===== src/core_pkg.sv =====
// Opcodes, reset values and state carriers of the 8-bit core sequencer
package core_pkg;
  localparam logic [14:0] PC_RST = 15'h0000;
  localparam logic [7:0] SP_RST = 8'h6f;
  localparam logic [7:0] ACC_RST = 8'h00;
  // Field 0 means -31, measured from the opcode address (pc-1)
  localparam logic [14:0] REL_BIAS = 15'h0020;
  localparam logic [7:0] DECIMAL_CORRECTION_LO = 8'h06;
  localparam logic [7:0] DECIMAL_CORRECTION_HI = 8'h60;
  localparam logic [3:0] LOW_CLEAR = 4'h0;
  localparam logic [7:0] BIT_ONE = 8'h01;
  // Opcode classes and groups
  localparam logic [1:0] CLS_REL = 2'h0;
  localparam logic [1:0] CLS_ALU = 2'h2;
  localparam logic [3:0] GRP_LDB = 4'h4;
  localparam logic [3:0] GRP_JMP = 4'h5;
  localparam logic [3:0] GRP_CALL = 4'h6;
  localparam logic [3:0] GRP_BIT = 4'h7;
  // ALU functions, opcode bits 5:3
  localparam logic [2:0] F_ADD = 3'h0;
  localparam logic [2:0] F_ADC = 3'h1;
  localparam logic [2:0] F_SUB = 3'h2;
  localparam logic [2:0] F_SUBC = 3'h3;
  localparam logic [2:0] F_AND = 3'h4;
  localparam logic [2:0] F_OR = 3'h5;
  localparam logic [2:0] F_XOR = 3'h6;
  localparam logic [2:0] F_LD = 3'h7;
  // ALU operand sources, opcode bits 2:0
  localparam logic [2:0] SRC_IMM = 3'h0;
  localparam logic [2:0] SRC_DIR = 3'h1;
  localparam logic [2:0] SRC_X = 3'h3;
  localparam logic [2:0] SRC_BINC = 3'h4;
  localparam logic [2:0] SRC_BDEC = 3'h5;
  localparam logic [2:0] SRC_XINC = 3'h6;
  localparam logic [2:0] SRC_XDEC = 3'h7;
  // Single-opcode instructions
  localparam logic [7:0] OP_CLR = 8'hc0;
  localparam logic [7:0] OP_INC = 8'hc1;
  localparam logic [7:0] OP_DEC = 8'hc2;
  localparam logic [7:0] OP_DECIMAL_CORRECTION = 8'hc3;
  localparam logic [7:0] OP_RRC = 8'hc4;
  localparam logic [7:0] OP_RLC = 8'hc5;
  localparam logic [7:0] OP_SWAP = 8'hc6;
  localparam logic [7:0] OP_SC = 8'hc7;
  localparam logic [7:0] OP_RC = 8'hc8;
  localparam logic [7:0] OP_IFC = 8'hc9;
  localparam logic [7:0] OP_IFNC = 8'hca;
  localparam logic [7:0] OP_PUSH = 8'hcb;
  localparam logic [7:0] OP_POP = 8'hcc;
  localparam logic [7:0] OP_TABLE_LOAD_ACCUMULATOR = 8'hcd;
  localparam logic [7:0] OP_JID = 8'hce;
  localparam logic [7:0] OP_VIS = 8'hcf;
  localparam logic [7:0] OP_RET = 8'hd0;
  localparam logic [7:0] OP_RETURN_THEN_SKIP = 8'hd1;
  localparam logic [7:0] OP_LONG_ABSOLUTE_JUMP = 8'hd2;
  localparam logic [7:0] OP_CLEAR_SOFT_INTERRUPT_PENDING = 8'hd3;
  localparam logic [7:0] OP_XCHB = 8'hd4;
  localparam logic [7:0] OP_IFEQ = 8'hd5;
  localparam logic [7:0] OP_IFNE = 8'hd6;
  localparam logic [7:0] OP_IFGT = 8'hd7;
  localparam logic [7:0] OP_NOP = 8'hd8;

  typedef enum logic [2:0] {
    ST_FETCH, ST_WAIT, ST_DECODE, ST_OPND, ST_EXEC, ST_DCAP, ST_PCAP, ST_SECOND
  } core_st_type;

  typedef struct packed {
    logic rd;
    logic [14:0] addr;
  } prog_req_type;

  typedef struct packed {
    logic rd;
    logic wr;
    logic [7:0] addr;
    logic [7:0] wdata;
  } data_req_type;

  typedef struct packed {
    logic [7:0] pc_upper_byte;
    logic [7:0] pc_lower_byte;
    logic [7:0] acc;
    logic [7:0] stack_pointer;
    logic carry;
    logic half_carry;
  } core_view_type;

  typedef struct packed {
    core_st_type st;
    core_st_type ret;
    logic [14:0] pc;
    logic [7:0] acc;
    logic [7:0] ptr_b;
    logic [7:0] ptr_x;
    logic [7:0] sp;
    logic carry;
    logic half_carry;
    logic skip;
    logic soft_pend;
    logic [7:0] opcode;
    logic [7:0] opnd1;
    logic [7:0] opnd2;
    logic [7:0] tmp;
    logic [1:0] opnd_left;
    logic opnd_idx;
    prog_req_type prog;
    data_req_type data;
  } core_state_type;
endpackage


===== src/addr_branch_core.sv =====
// Operand addressing, branch control and execution sequencer of the 8-bit core
//
// Operation
// - Immediate operand byte is fetched from the address right after the opcode.
// - Short load of pointer B: 4-bit value low, upper nibble cleared.
// - Table load reads {upper pc byte, acc} into acc; pc keeps its value.
// - Program counter is two bytes; upper top bit unused, 15-bit address.
// - Relative jump: six-bit field, distance -31 to +32 from opcode.
// - Absolute jump replaces low 12 pc bits, upper three unchanged.
// - Long absolute jump loads all 15 pc bits from the instruction.
// - Indirect jump reads {upper pc byte, acc} into the lower pc byte.
// - Vector select loads a two-byte vector from adjacent program addresses.
// - A skipped instruction is stepped over and executed as a no-op.
// - Conditionals run the next instruction if true, skip it if false.
// - Calls push pc on the stack before jumping; returns pop it back.
// - Add, subtract, with or without carry, inc, dec, decimal fix, clear, carry ops.
// - AND, OR and exclusive-OR on the accumulator.
// - Rotate accumulator through carry both ways; swap its nibbles.
// - Set or clear any memory bit; one instruction clears soft pending flag.
// - Loads take their source from the selected addressing mode; exchange always uses pointer B.
// - Pointer post-increment or decrement happens after the memory access.
// - Push writes at stack pointer then decrements; pop increments then reads.
`timescale 1ns/1ps
`default_nettype none
module addr_branch_core
  import core_pkg::*;
(
  // Clock and reset
  input wire logic clk,
  input wire logic rst_b,
  // Program memory, read data valid one cycle after the request
  output var core_pkg::prog_req_type prog_req,
  input wire logic [7:0] prog_data,
  // Data memory, read data valid one cycle after the request
  output var core_pkg::data_req_type data_req,
  input wire logic [7:0] data_rdata,
  // Interrupt side
  input wire logic [14:0] vector_addr,
  input wire logic soft_int_set,
  output logic soft_int_pending,
  // Architectural state view
  output var core_pkg::core_view_type view
);
  import core_pkg::*;

  ////////////////////////////////////////////////////////////////////////////
  logic rst_meta_q;
  logic rst_sync_q;
  core_state_type s_q;
  core_state_type s_d;

  always_ff @(posedge clk or negedge rst_b) begin
    if (!rst_b) begin
      rst_meta_q <= 1'b0;
      rst_sync_q <= 1'b0;
    end else begin
      rst_meta_q <= 1'b1;
      rst_sync_q <= rst_meta_q;
    end
  end

  ////////////////////////////////////////////////////////////////////////////
  function automatic logic [1:0] instr_len(input logic [7:0] op);
    logic [1:0] len;
    len = 2'd1;
    if (op[7:4] == GRP_JMP || op[7:4] == GRP_CALL) len = 2'd2;
    if (op[7:6] == CLS_ALU && (op[2:0] == SRC_IMM || op[2:0] == SRC_DIR)) len = 2'd2;
    if (op == OP_IFEQ || op == OP_IFNE || op == OP_IFGT) len = 2'd2;
    if (op == OP_LONG_ABSOLUTE_JUMP) len = 2'd3;
    return len;
  endfunction

  // Returns {carry, half carry, result}
  function automatic logic [9:0] alu_op(input logic [2:0] f, input logic [7:0] a,
                                        input logic [7:0] m, input logic c);
    logic [7:0] b;
    logic cin;
    logic [8:0] s;
    logic [4:0] h;
    b = (f == F_SUB || f == F_SUBC) ? ~m : m;
    cin = (f == F_SUB) ? 1'b1 : ((f == F_ADC || f == F_SUBC) ? c : 1'b0);
    s = {1'b0, a} + {1'b0, b} + {8'h00, cin};
    h = {1'b0, a[3:0]} + {1'b0, b[3:0]} + {4'h0, cin};
    case (f)
      F_AND: s[7:0] = a & m;
      F_OR: s[7:0] = a | m;
      F_XOR: s[7:0] = a ^ m;
      F_LD: s[7:0] = m;
      default: s[7:0] = s[7:0];
    endcase
    return {s[8], h[4], s[7:0]};
  endfunction

  ////////////////////////////////////////////////////////////////////////////
  always_comb begin
    logic go;
    logic [7:0] mval;
    logic [9:0] r;
    logic [1:0] len;
    logic [2:0] src;
    logic use_x;
    go = 1'b0;
    mval = 8'h00;
    r = 10'h000;
    len = 2'd1;
    src = s_q.opcode[2:0];
    use_x = (src == SRC_X) || (src == SRC_XINC) || (src == SRC_XDEC);
    s_d = s_q;
    s_d.prog.rd = 1'b0;
    s_d.data.rd = 1'b0;
    s_d.data.wr = 1'b0;
    case (s_q.st)
      ST_FETCH: begin
        s_d.prog.rd = 1'b1;
        s_d.prog.addr = s_q.pc;
        s_d.ret = ST_DECODE;
        s_d.st = ST_WAIT;
      end
      ST_WAIT: s_d.st = s_q.ret;
      ST_DECODE: begin
        s_d.opcode = prog_data;
        len = instr_len(prog_data);
        if (s_q.skip) begin
          // Walk over the whole skipped instruction without side effects
          s_d.skip = 1'b0;
          s_d.pc = s_q.pc + {13'h0000, len};
          s_d.st = ST_FETCH;
        end else begin
          s_d.pc = s_q.pc + 15'd1;
          s_d.opnd_left = len - 2'd1;
          s_d.opnd_idx = 1'b0;
          if (len == 2'd1) begin
            s_d.st = ST_EXEC;
          end else begin
            s_d.prog.rd = 1'b1;
            s_d.prog.addr = s_q.pc + 15'd1;
            s_d.ret = ST_OPND;
            s_d.st = ST_WAIT;
          end
        end
      end
      ST_OPND: begin
        if (!s_q.opnd_idx) s_d.opnd1 = prog_data;
        else s_d.opnd2 = prog_data;
        s_d.opnd_idx = 1'b1;
        s_d.pc = s_q.pc + 15'd1;
        s_d.opnd_left = s_q.opnd_left - 2'd1;
        if (s_q.opnd_left == 2'd1) begin
          s_d.st = ST_EXEC;
        end else begin
          s_d.prog.rd = 1'b1;
          s_d.prog.addr = s_q.pc + 15'd1;
          s_d.ret = ST_OPND;
          s_d.st = ST_WAIT;
        end
      end
      ST_EXEC: begin
        s_d.st = ST_FETCH;
        s_d.ret = ST_DCAP;
        if (s_q.opcode[7:6] == CLS_REL) begin
          // A +1 field lands on the next opcode; software uses a no-op there
          s_d.pc = s_q.pc - REL_BIAS + {9'h000, s_q.opcode[5:0]};
        end else if (s_q.opcode[7:4] == GRP_LDB) begin
          s_d.ptr_b = {LOW_CLEAR, s_q.opcode[3:0]};
        end else if (s_q.opcode[7:4] == GRP_JMP) begin
          s_d.pc[11:0] = {s_q.opcode[3:0], s_q.opnd1};
        end else if (s_q.opcode[7:4] == GRP_CALL) begin
          s_d.data.wr = 1'b1;
          s_d.data.addr = s_q.sp;
          s_d.data.wdata = s_q.pc[7:0];
          s_d.st = ST_SECOND;
        end else if (s_q.opcode[7:4] == GRP_BIT) begin
          s_d.data.rd = 1'b1;
          s_d.data.addr = s_q.ptr_b;
          s_d.st = ST_WAIT;
        end else if (s_q.opcode[7:6] == CLS_ALU) begin
          if (src == SRC_IMM) begin
            go = 1'b1;
            mval = s_q.opnd1;
          end else begin
            s_d.data.rd = 1'b1;
            s_d.data.addr = (src == SRC_DIR) ? s_q.opnd1 : (use_x ? s_q.ptr_x : s_q.ptr_b);
            s_d.st = ST_WAIT;
          end
        end else begin
          case (s_q.opcode)
            OP_CLR: s_d.acc = 8'h00;
            OP_INC: s_d.acc = s_q.acc + 8'h01;
            OP_DEC: s_d.acc = s_q.acc - 8'h01;
            OP_DECIMAL_CORRECTION: begin
              s_d.acc = s_q.acc - (s_q.half_carry ? 8'h00 : DECIMAL_CORRECTION_LO)
                                - (s_q.carry ? 8'h00 : DECIMAL_CORRECTION_HI);
            end
            OP_RRC: {s_d.acc, s_d.carry} = {s_q.carry, s_q.acc};
            OP_RLC: begin
              {s_d.carry, s_d.acc} = {s_q.acc, s_q.carry};
              s_d.half_carry = s_q.acc[0];
            end
            OP_SWAP: s_d.acc = {s_q.acc[3:0], s_q.acc[7:4]};
            OP_SC: {s_d.carry, s_d.half_carry} = 2'b11;
            OP_RC: {s_d.carry, s_d.half_carry} = 2'b00;
            OP_IFC: s_d.skip = !s_q.carry;
            OP_IFNC: s_d.skip = s_q.carry;
            OP_IFEQ: s_d.skip = !(s_q.acc == s_q.opnd1);
            OP_IFNE: s_d.skip = !(s_q.acc != s_q.opnd1);
            OP_IFGT: s_d.skip = !(s_q.acc > s_q.opnd1);
            OP_PUSH: begin
              s_d.data.wr = 1'b1;
              s_d.data.addr = s_q.sp;
              s_d.data.wdata = s_q.acc;
              s_d.sp = s_q.sp - 8'h01;
            end
            OP_POP, OP_RET, OP_RETURN_THEN_SKIP: begin
              s_d.data.rd = 1'b1;
              s_d.data.addr = s_q.sp + 8'h01;
              s_d.st = ST_WAIT;
            end
            OP_XCHB: begin
              s_d.data.rd = 1'b1;
              s_d.data.addr = s_q.ptr_b;
              s_d.st = ST_WAIT;
            end
            OP_TABLE_LOAD_ACCUMULATOR, OP_JID: begin
              s_d.prog.rd = 1'b1;
              s_d.prog.addr = {s_q.pc[14:8], s_q.acc};
              s_d.ret = ST_PCAP;
              s_d.st = ST_WAIT;
            end
            OP_VIS: begin
              s_d.prog.rd = 1'b1;
              s_d.prog.addr = vector_addr;
              s_d.ret = ST_PCAP;
              s_d.st = ST_WAIT;
            end
            OP_LONG_ABSOLUTE_JUMP: s_d.pc = {s_q.opnd1[6:0], s_q.opnd2};
            OP_CLEAR_SOFT_INTERRUPT_PENDING: s_d.soft_pend = 1'b0;
            default: s_d.st = ST_FETCH;
          endcase
        end
      end
      ST_DCAP: begin
        s_d.st = ST_FETCH;
        if (s_q.opcode[7:6] == CLS_ALU) begin
          go = 1'b1;
          mval = data_rdata;
          // Pointer moves only after the access has used its old value
          case (src)
            SRC_BINC: s_d.ptr_b = s_q.ptr_b + 8'h01;
            SRC_BDEC: s_d.ptr_b = s_q.ptr_b - 8'h01;
            SRC_XINC: s_d.ptr_x = s_q.ptr_x + 8'h01;
            SRC_XDEC: s_d.ptr_x = s_q.ptr_x - 8'h01;
            default: s_d.ptr_b = s_q.ptr_b;
          endcase
        end else if (s_q.opcode[7:4] == GRP_BIT) begin
          s_d.data.wr = 1'b1;
          s_d.data.addr = s_q.ptr_b;
          s_d.data.wdata = s_q.opcode[3] ? (data_rdata & ~(BIT_ONE << s_q.opcode[2:0]))
                                         : (data_rdata | (BIT_ONE << s_q.opcode[2:0]));
        end else if (s_q.opcode == OP_POP) begin
          s_d.acc = data_rdata;
          s_d.sp = s_q.sp + 8'h01;
        end else if (s_q.opcode == OP_XCHB) begin
          s_d.acc = data_rdata;
          s_d.data.wr = 1'b1;
          s_d.data.addr = s_q.ptr_b;
          s_d.data.wdata = s_q.acc;
        end else begin
          s_d.tmp = data_rdata;
          s_d.data.rd = 1'b1;
          s_d.data.addr = s_q.sp + 8'h02;
          s_d.ret = ST_SECOND;
          s_d.st = ST_WAIT;
        end
      end
      ST_PCAP: begin
        s_d.st = ST_FETCH;
        if (s_q.opcode == OP_TABLE_LOAD_ACCUMULATOR) begin
          s_d.acc = prog_data;
        end else if (s_q.opcode == OP_JID) begin
          s_d.pc[7:0] = prog_data;
        end else begin
          s_d.tmp = prog_data;
          s_d.prog.rd = 1'b1;
          s_d.prog.addr = vector_addr + 15'd1;
          s_d.ret = ST_SECOND;
          s_d.st = ST_WAIT;
        end
      end
      ST_SECOND: begin
        s_d.st = ST_FETCH;
        if (s_q.opcode[7:4] == GRP_CALL) begin
          s_d.data.wr = 1'b1;
          s_d.data.addr = s_q.sp - 8'h01;
          s_d.data.wdata = {1'b0, s_q.pc[14:8]};
          s_d.sp = s_q.sp - 8'h02;
          s_d.pc[11:0] = {s_q.opcode[3:0], s_q.opnd1};
        end else if (s_q.opcode == OP_VIS) begin
          s_d.pc = {s_q.tmp[6:0], prog_data};
        end else begin
          s_d.pc = {s_q.tmp[6:0], data_rdata};
          s_d.sp = s_q.sp + 8'h02;
          s_d.skip = (s_q.opcode == OP_RETURN_THEN_SKIP);
        end
      end
      default: s_d.st = ST_FETCH;
    endcase
    if (go) begin
      r = alu_op(s_q.opcode[5:3], s_q.acc, mval, s_q.carry);
      s_d.acc = r[7:0];
      if (s_q.opcode[5:3] inside {F_ADC, F_SUB, F_SUBC}) begin
        s_d.carry = r[9];
        s_d.half_carry = r[8];
      end
    end
    // A new request in the clearing cycle stays pending
    if (soft_int_set) s_d.soft_pend = 1'b1;
  end

  always_ff @(posedge clk or negedge rst_sync_q) begin
    if (!rst_sync_q) begin
      s_q <= '0;
      s_q.st <= ST_FETCH;
      s_q.ret <= ST_FETCH;
      s_q.pc <= PC_RST;
      s_q.sp <= SP_RST;
      s_q.acc <= ACC_RST;
    end else begin
      s_q <= s_d;
    end
  end

  ////////////////////////////////////////////////////////////////////////////
  assign prog_req = s_q.prog;
  assign data_req = s_q.data;
  assign soft_int_pending = s_q.soft_pend;
  assign view = '{pc_upper_byte: {1'b0, s_q.pc[14:8]}, pc_lower_byte: s_q.pc[7:0],
                  acc: s_q.acc, stack_pointer: s_q.sp, carry: s_q.carry,
                  half_carry: s_q.half_carry};

  ////////////////////////////////////////////////////////////////////////////
  logic [11:0] jmp_field;
  logic [5:0] rel_field;
  logic in_exec;
  assign jmp_field = {s_q.opcode[3:0], s_q.opnd1};
  assign rel_field = s_q.opcode[5:0];
  assign in_exec = (s_q.st == ST_EXEC);
endmodule
`default_nettype wire


===== config.mk =====
export PLATFORM = sky130hd
export DESIGN_NAME = addr_branch_core
export DESIGN_NICKNAME = d
export VERILOG_FILES = /design/src/core_pkg.sv /design/src/addr_branch_core.sv
export SDC_FILE = /design/constraint.sdc
export NUM_CORES = 1
export LEC_CHECK = 0
export BUFFER_PORTS_ARGS = -buffer_cell sky130_fd_sc_hd__buf_2
export CORE_MARGIN = 4
export CORE_UTILIZATION = 40
export CTS_CLUSTER_DIAMETER = 120
export DETAILED_ROUTE_END_ITERATION = 8
export GPL_TIMING_DRIVEN = 0
export HOLD_SLACK_MARGIN = 0.12
export SLEW_MARGIN = 20
export SYNTH_ARGS = -nofsm -noshare
export SYNTH_HDL_FRONTEND = slang
export SYNTH_SLANG_ARGS = --single-unit

===== constraint.sdc =====
create_clock -name clk -period 9.3 [get_ports clk]
set_input_delay 0 -clock clk [delete_from_list [all_inputs] [get_ports clk]]
set_output_delay 0 -clock clk [all_outputs]
set_load 0.005 [all_outputs]

* Word level (Yosys, flattened, before mapping)
Index checks and enable logic that the tools add are counted.
Word-level totals: input bits 34, register bits 127, output and inout port bits 69, logic and storage cells 391
Cells by class: shift-type cells 1, bitwise gates (word level) 8, equality and inequality tests 122, reduce and logical (&&, ||, !) cells 53, order comparisons 1, add/sub/neg operators 23, multiplexer cells 156
Operators by type and width (count):
- $mux W8 | 37
- $eq A8 B8 Y1 const B | 28
- $mux W16 | 8
- $mux W34 | 3
- $mux W12 | 8
- $pmux W16 S5 | 1
- $mux W25 | 3
- $pmux W8 S3 | 3
- $mux W17 | 4
- $pmux W8 S2 | 4
- $pmux W8 S7 | 1
- $ne A2 B2 Y1 const B | 27
- $pmux W17 S3 | 1
- $mux W7 | 7
- $mux W15 | 3
- $pmux W8 S5 | 1
- $eq A3 B3 Y1 const B | 12
- $mux W18 | 2
- $ne A3 B3 Y1 const B | 11
- $add A8 B1 Y8 const B | 4
- $pmux W16 S2 | 1
- $pmux W8 S4 | 1
- $sub A8 B1 Y8 const B | 4
- $add A15 B1 Y15 const B | 2
- other kinds (77) | 188

* Logic depth before layout (Yosys ltp)
depth after elaboration 15, mapped depth 14, depth with buffers taken out 12

* Worst setup path before layout
No wires, ideal clock.
kind reg-to-reg, from register s_q, in the netlist jmp_field[8], to register s_q, in the netlist view[16], period minus slack after synthesis 3.621 ns, data required time 9.205 ns, arrival 3.525 ns, path slack 5.679 ns, library setup time 0.095 ns, stages on the path, launching flop included 15, cell sequence dfrtp_1 > buf_6 > or3_1 > clkbuf_1 > nor3_4 > a22o_1 > xnor2_1 > fa_1 > fa_1 > a21o_1 > a21oi_1 > o21ai_0 > xnor2_1 > o221a_2 > o31ai_1
Between the ends: cells in the longest elaborated chain, start to end 15
RTL lines:
- from (decl) | RTL line addr_branch_core.sv:49 | core_state_type s_q;
- $logic_not A3 Y1 | RTL line addr_branch_core.sv:177 | if (src == SRC_IMM) begin
- $mux W8 | RTL line addr_branch_core.sv:177
- $mux W8 | RTL line addr_branch_core.sv:176 | end else if (s_q.opcode[7:6] == CLS_ALU) begin
- $mux W8 | RTL line addr_branch_core.sv:172 | end else if (s_q.opcode[7:4] == GRP_BIT) begin
- $mux W8 | RTL line addr_branch_core.sv:167 | end else if (s_q.opcode[7:4] == GRP_CALL) begin
- $mux W8 | RTL line addr_branch_core.sv:165 | end else if (s_q.opcode[7:4] == GRP_JMP) begin
- $mux W8 | RTL line addr_branch_core.sv:163 | end else if (s_q.opcode[7:4] == GRP_LDB) begin
- $mux W8 | RTL line addr_branch_core.sv:160 | if (s_q.opcode[7:6] == CLS_REL) begin
- $pmux W8 S2 | RTL line addr_branch_core.sv:112 | case (s_q.st)
- $not A8 Y8 | RTL line addr_branch_core.sv:80 | b = (f == F_SUB || f == F_SUBC) ? ~m : m;
- $mux W8 | RTL line addr_branch_core.sv:80
- $add A8 B8 Y9 | RTL line addr_branch_core.sv:82 | s = {1'b0, a} + {1'b0, b} + {8'h00, cin};
- $add A9 B1 Y9 | RTL line addr_branch_core.sv:82
- $pmux W8 S4 | RTL line addr_branch_core.sv:84 | case (f)
- $mux W8 | RTL line addr_branch_core.sv:307 | if (go) begin
Parallel ways exist; a longest one is shown, timed or not. The select of a mux whose other input is x is not followed. A chain may end at the register's enable or synchronous reset.

* Final worst setup path
from register s_q, in the netlist jmp_field[11], to register s_q, in the netlist view[16]
Between the ends: cells in the longest elaborated chain, start to end 10
RTL lines:
- parallel branches: the longest is 10 deep, another holds $add A8 B8 Y9
Parallel ways; which one is timed is not known. The select of a mux whose other input is x is not followed.

==> qor.yml <==
synthArstFlopShare_pct: 100
drv_cap: 0
power_frac_comb_pct: 67.0
clock.fmax_ghz: 0.209
yosysUniqueCellTypes: 101
hold_slack_ps: 276
power_frac_seq_pct: 21.0
internal-power_uw: 2750
status: "completed"
cts_root_buffer: "clkbuf_16"
fin_nets: 2097
yosysSeqAreaShare_pct: 22.7
core_area_sq_um: 34500
power_switching_share_pct: 53.9
htreeDepth: 4
antenna_found_initial: 2
finClkSkew_ps: 16.2
layout-drive-gt1-share_pct: 14.6
cts.sinks: 127
gp_congestion: 1.02
dieHeight_microns: 195
fin_util_pct: 46.6
syn_nets: 1945
p_per_area_nw_per_um2: 371
rows: 68
dieWidth_microns: 195
rsz0062_at_grt: "false"
clkPwrFrac_pct: 12.0
hpwl_mm: 48.9
port_buffers: 95
grt_pass1_wl_mm: 95.2
setup.worst_path.start_class: "register"
dr_total_vias: 15700
critical_path_class: "reg -> reg"
worstMarginPinSlew_ps: 1110
min_period_ps: 4790
ys.flop_type: "dfrtp_1"
switching_power_uw: 3220
clockBufferDepth: 2
cts_buffers: 17
power_leakage_uw: 0.00685
first_pass_iters: 6
min_path_type: "in -> reg"
fin_ws_ps: 4510
die_area_sq_um: 38100
fin_setup_tns_ps: 0
cts_tree: "built"
syn_avg_cell_area_sq_um: 7.76
area_growth_pct: 14.7
min_period_over_period_pct: 51.5
final_common_cell: "nand2_1"
cts_resized: 0
critPathMaxFanout: 10
overflow: 0
cts_setup_buffers: 0
wire_per_inst_microns: 26.5
end_kind: "register"
grt_max_degree: 50
dp_worst_setup_slack_ps: 4690
via_per_inst: 6.44
grtUsageTotal_pct: 32.5
timing.slew.headroom_pct: 25.5
cp.required_ps: 9660
syn-cell-area_sq_um: 14000
wl_mm: 64.4
layout_common_cells: "nand2_1 (185), o21ai_0 (141), nor2_1 (132)"
hold_buffers: 36
ys.warnings.count: 0
setup_viol_count_final: 0
worstPathArrival_ps: 5150
finalHoldViolCount: 0
start_util_pct: 40.6
ys_ff_latch: 127
pin_count: 103
drc: 0
ir_drop_mv: 0.174
synth_edf_count: 0
drtIter0Drc: 1961
syn_inst: 1809
grt_pass1_vias: 14800
clkTransAtPathRegs_ps: 70
ant_nets: 0
fillers: 3535
insertion_delay_ps: 460
slew_violations: 0
## registers in the layout, summed over array words and instances (netlist names)
register / cells
s_q: 43
view: 33
data_req: 18
prog_req: 16
jmp_field: 12
rel_field: 2
rst_meta_q: 1
rst_sync_q: 1
soft_int_pending: 1
## cell type report
| type | count | area (sq um) | share of cell area [%] |
|---|---|---|---|
| antenna | 1 | 2.50 | 0.0155 |
| buffer | 187 | 1020 | 6.34 |
| clock buffer | 22 | 474 | 2.95 |
| clock inverter | 10 | 126 | 0.785 |
| inverter | 76 | 285 | 1.77 |
| multi-input combinational | 1419 | 9540 | 59.3 |
| sequential | 127 | 3190 | 19.8 |
| tap | 455 | 569 | 3.54 |
| timing repair buffer | 133 | 891 | 5.53 |
## cells in the mapped netlist, types with 7 or more instances
library cell	count	area share (%)
nand2_1	185	4.9
o21ai_0	141	5.0
nor2_1	132	3.5
dfrtp_1	121	22
a21oi_1	114	4.1
ha_1	95	8.5
inv_1	74	2.0
buf_4	71	3.8
clkbuf_1	68	1.8
nand3_1	55	2.0
xnor2_1	54	3.4
nor3_1	43	1.5
a31oi_1	38	1.7
buf_2	36	1.3
mux2i_1	28	2.0
a21o_1	27	1.4
o22ai_1	25	1.1
a221oi_1	22	1.4
a211oi_1	21	1.1
nor2b_1	21	0.94
xor2_1	20	1.2
and3_1	19	0.85
nand2b_1	19	0.85
o221ai_1	19	1.2
a22oi_1	18	0.96
o211ai_1	16	0.86
o21a_1	16	0.86
a221o_1	14	1.0
o31ai_1	14	0.75
a211o_1	13	0.81
a222oi_1	12	0.86
a2bb2oi_1	12	0.75
mux2_2	12	0.96
a22o_1	11	0.69
buf_1	11	0.29
nand4_1	11	0.49
nor3b_1	11	0.59
a21boi_0	10	0.54
nor4_1	10	0.45
o2111ai_1	10	0.62
and2_1	9	0.40
nand3b_1	9	0.48
or3_1	8	0.36
fa_1	7	1.0
## cells by family (layout without fill, tap and decap cells)
family / after synthesis / count (layout) / synth area share [%]
compound gates: 621 / 621 / 30.2
xor+xnor: 74 / 74 / 4.62
fa+ha+maj: 102 / 102 / 9.47
buf+inv: 263 / 428 / 9.31
flops: 127 / 127 / 22.7
mux: 40 / 40 / 2.96
other cells: 2 / 3 / 0.0535
simple gates: 580 / 580 / 20.7
## final timing paths
path                                      startpoint                            to  slack, ps  depth (start not counted)
max                        jmp_field[11]$_DFFE_PN0P_          view[16]$_DFFE_PN0P_       4510                         14
min                                     soft_int_set  soft_int_pending$_DFFE_PN0P_        280                          3
max reg2reg                jmp_field[11]$_DFFE_PN0P_          view[16]$_DFFE_PN0P_       4510                         14
min reg2reg                     rst_sync_q$_DFF_PN0_          view[21]$_DFFE_PN0P_        300                          0
max in group asynchronous       rst_sync_q$_DFF_PN0_           view[8]$_DFFE_PN1P_       8270                          1
min in group asynchronous       rst_sync_q$_DFF_PN0_          view[21]$_DFFE_PN0P_        300                          0
## power groups by stage
stage                     logic (uW)  clock network (uW)  registers (uW)
after floorplan                 2700                   0            1010
after global placement          3790                   0            1240
after detailed placement        3840                   0            1230
after CTS                       3880                 721            1230
after global routing            4290                 741            1260
final                           4000                 717            1250
## stage by stage
step	total power [uW]	cells	cell area, sq um
after global routing	6300	2429	16100
final	5970	2430	16100
after detailed placement	5080	2361	15100
after global placement	5030	2359	15100
after floorplan	3710	1809	14000
after CTS	5830	2429	16100
## per-layer routing
layer	GRT usage [%]	part of all wire, %	vias to the layer above
met3	8.66	12	192
li1	-	-	6974
met5	0	0.14	-
met2	48.5	42	993
met1	45.4	42	7486
met4	11.5	3.7	6
## worst max-delay path, stage by stage (launching register included)
cell,delay (ps)
dfrtp_1,640
buf_2,330
buf_2,310
clkbuf_1,500
buf_2,410
mux2i_1,220
nor2_1,70
fa_1,430
fa_1,420
a21o_1,170
a21oi_1,310
o21ai_0,240
xnor2_1,180
o221a_2,250
o31ai_1,180
Note: power is estimated with default switching activity, not from simulation.
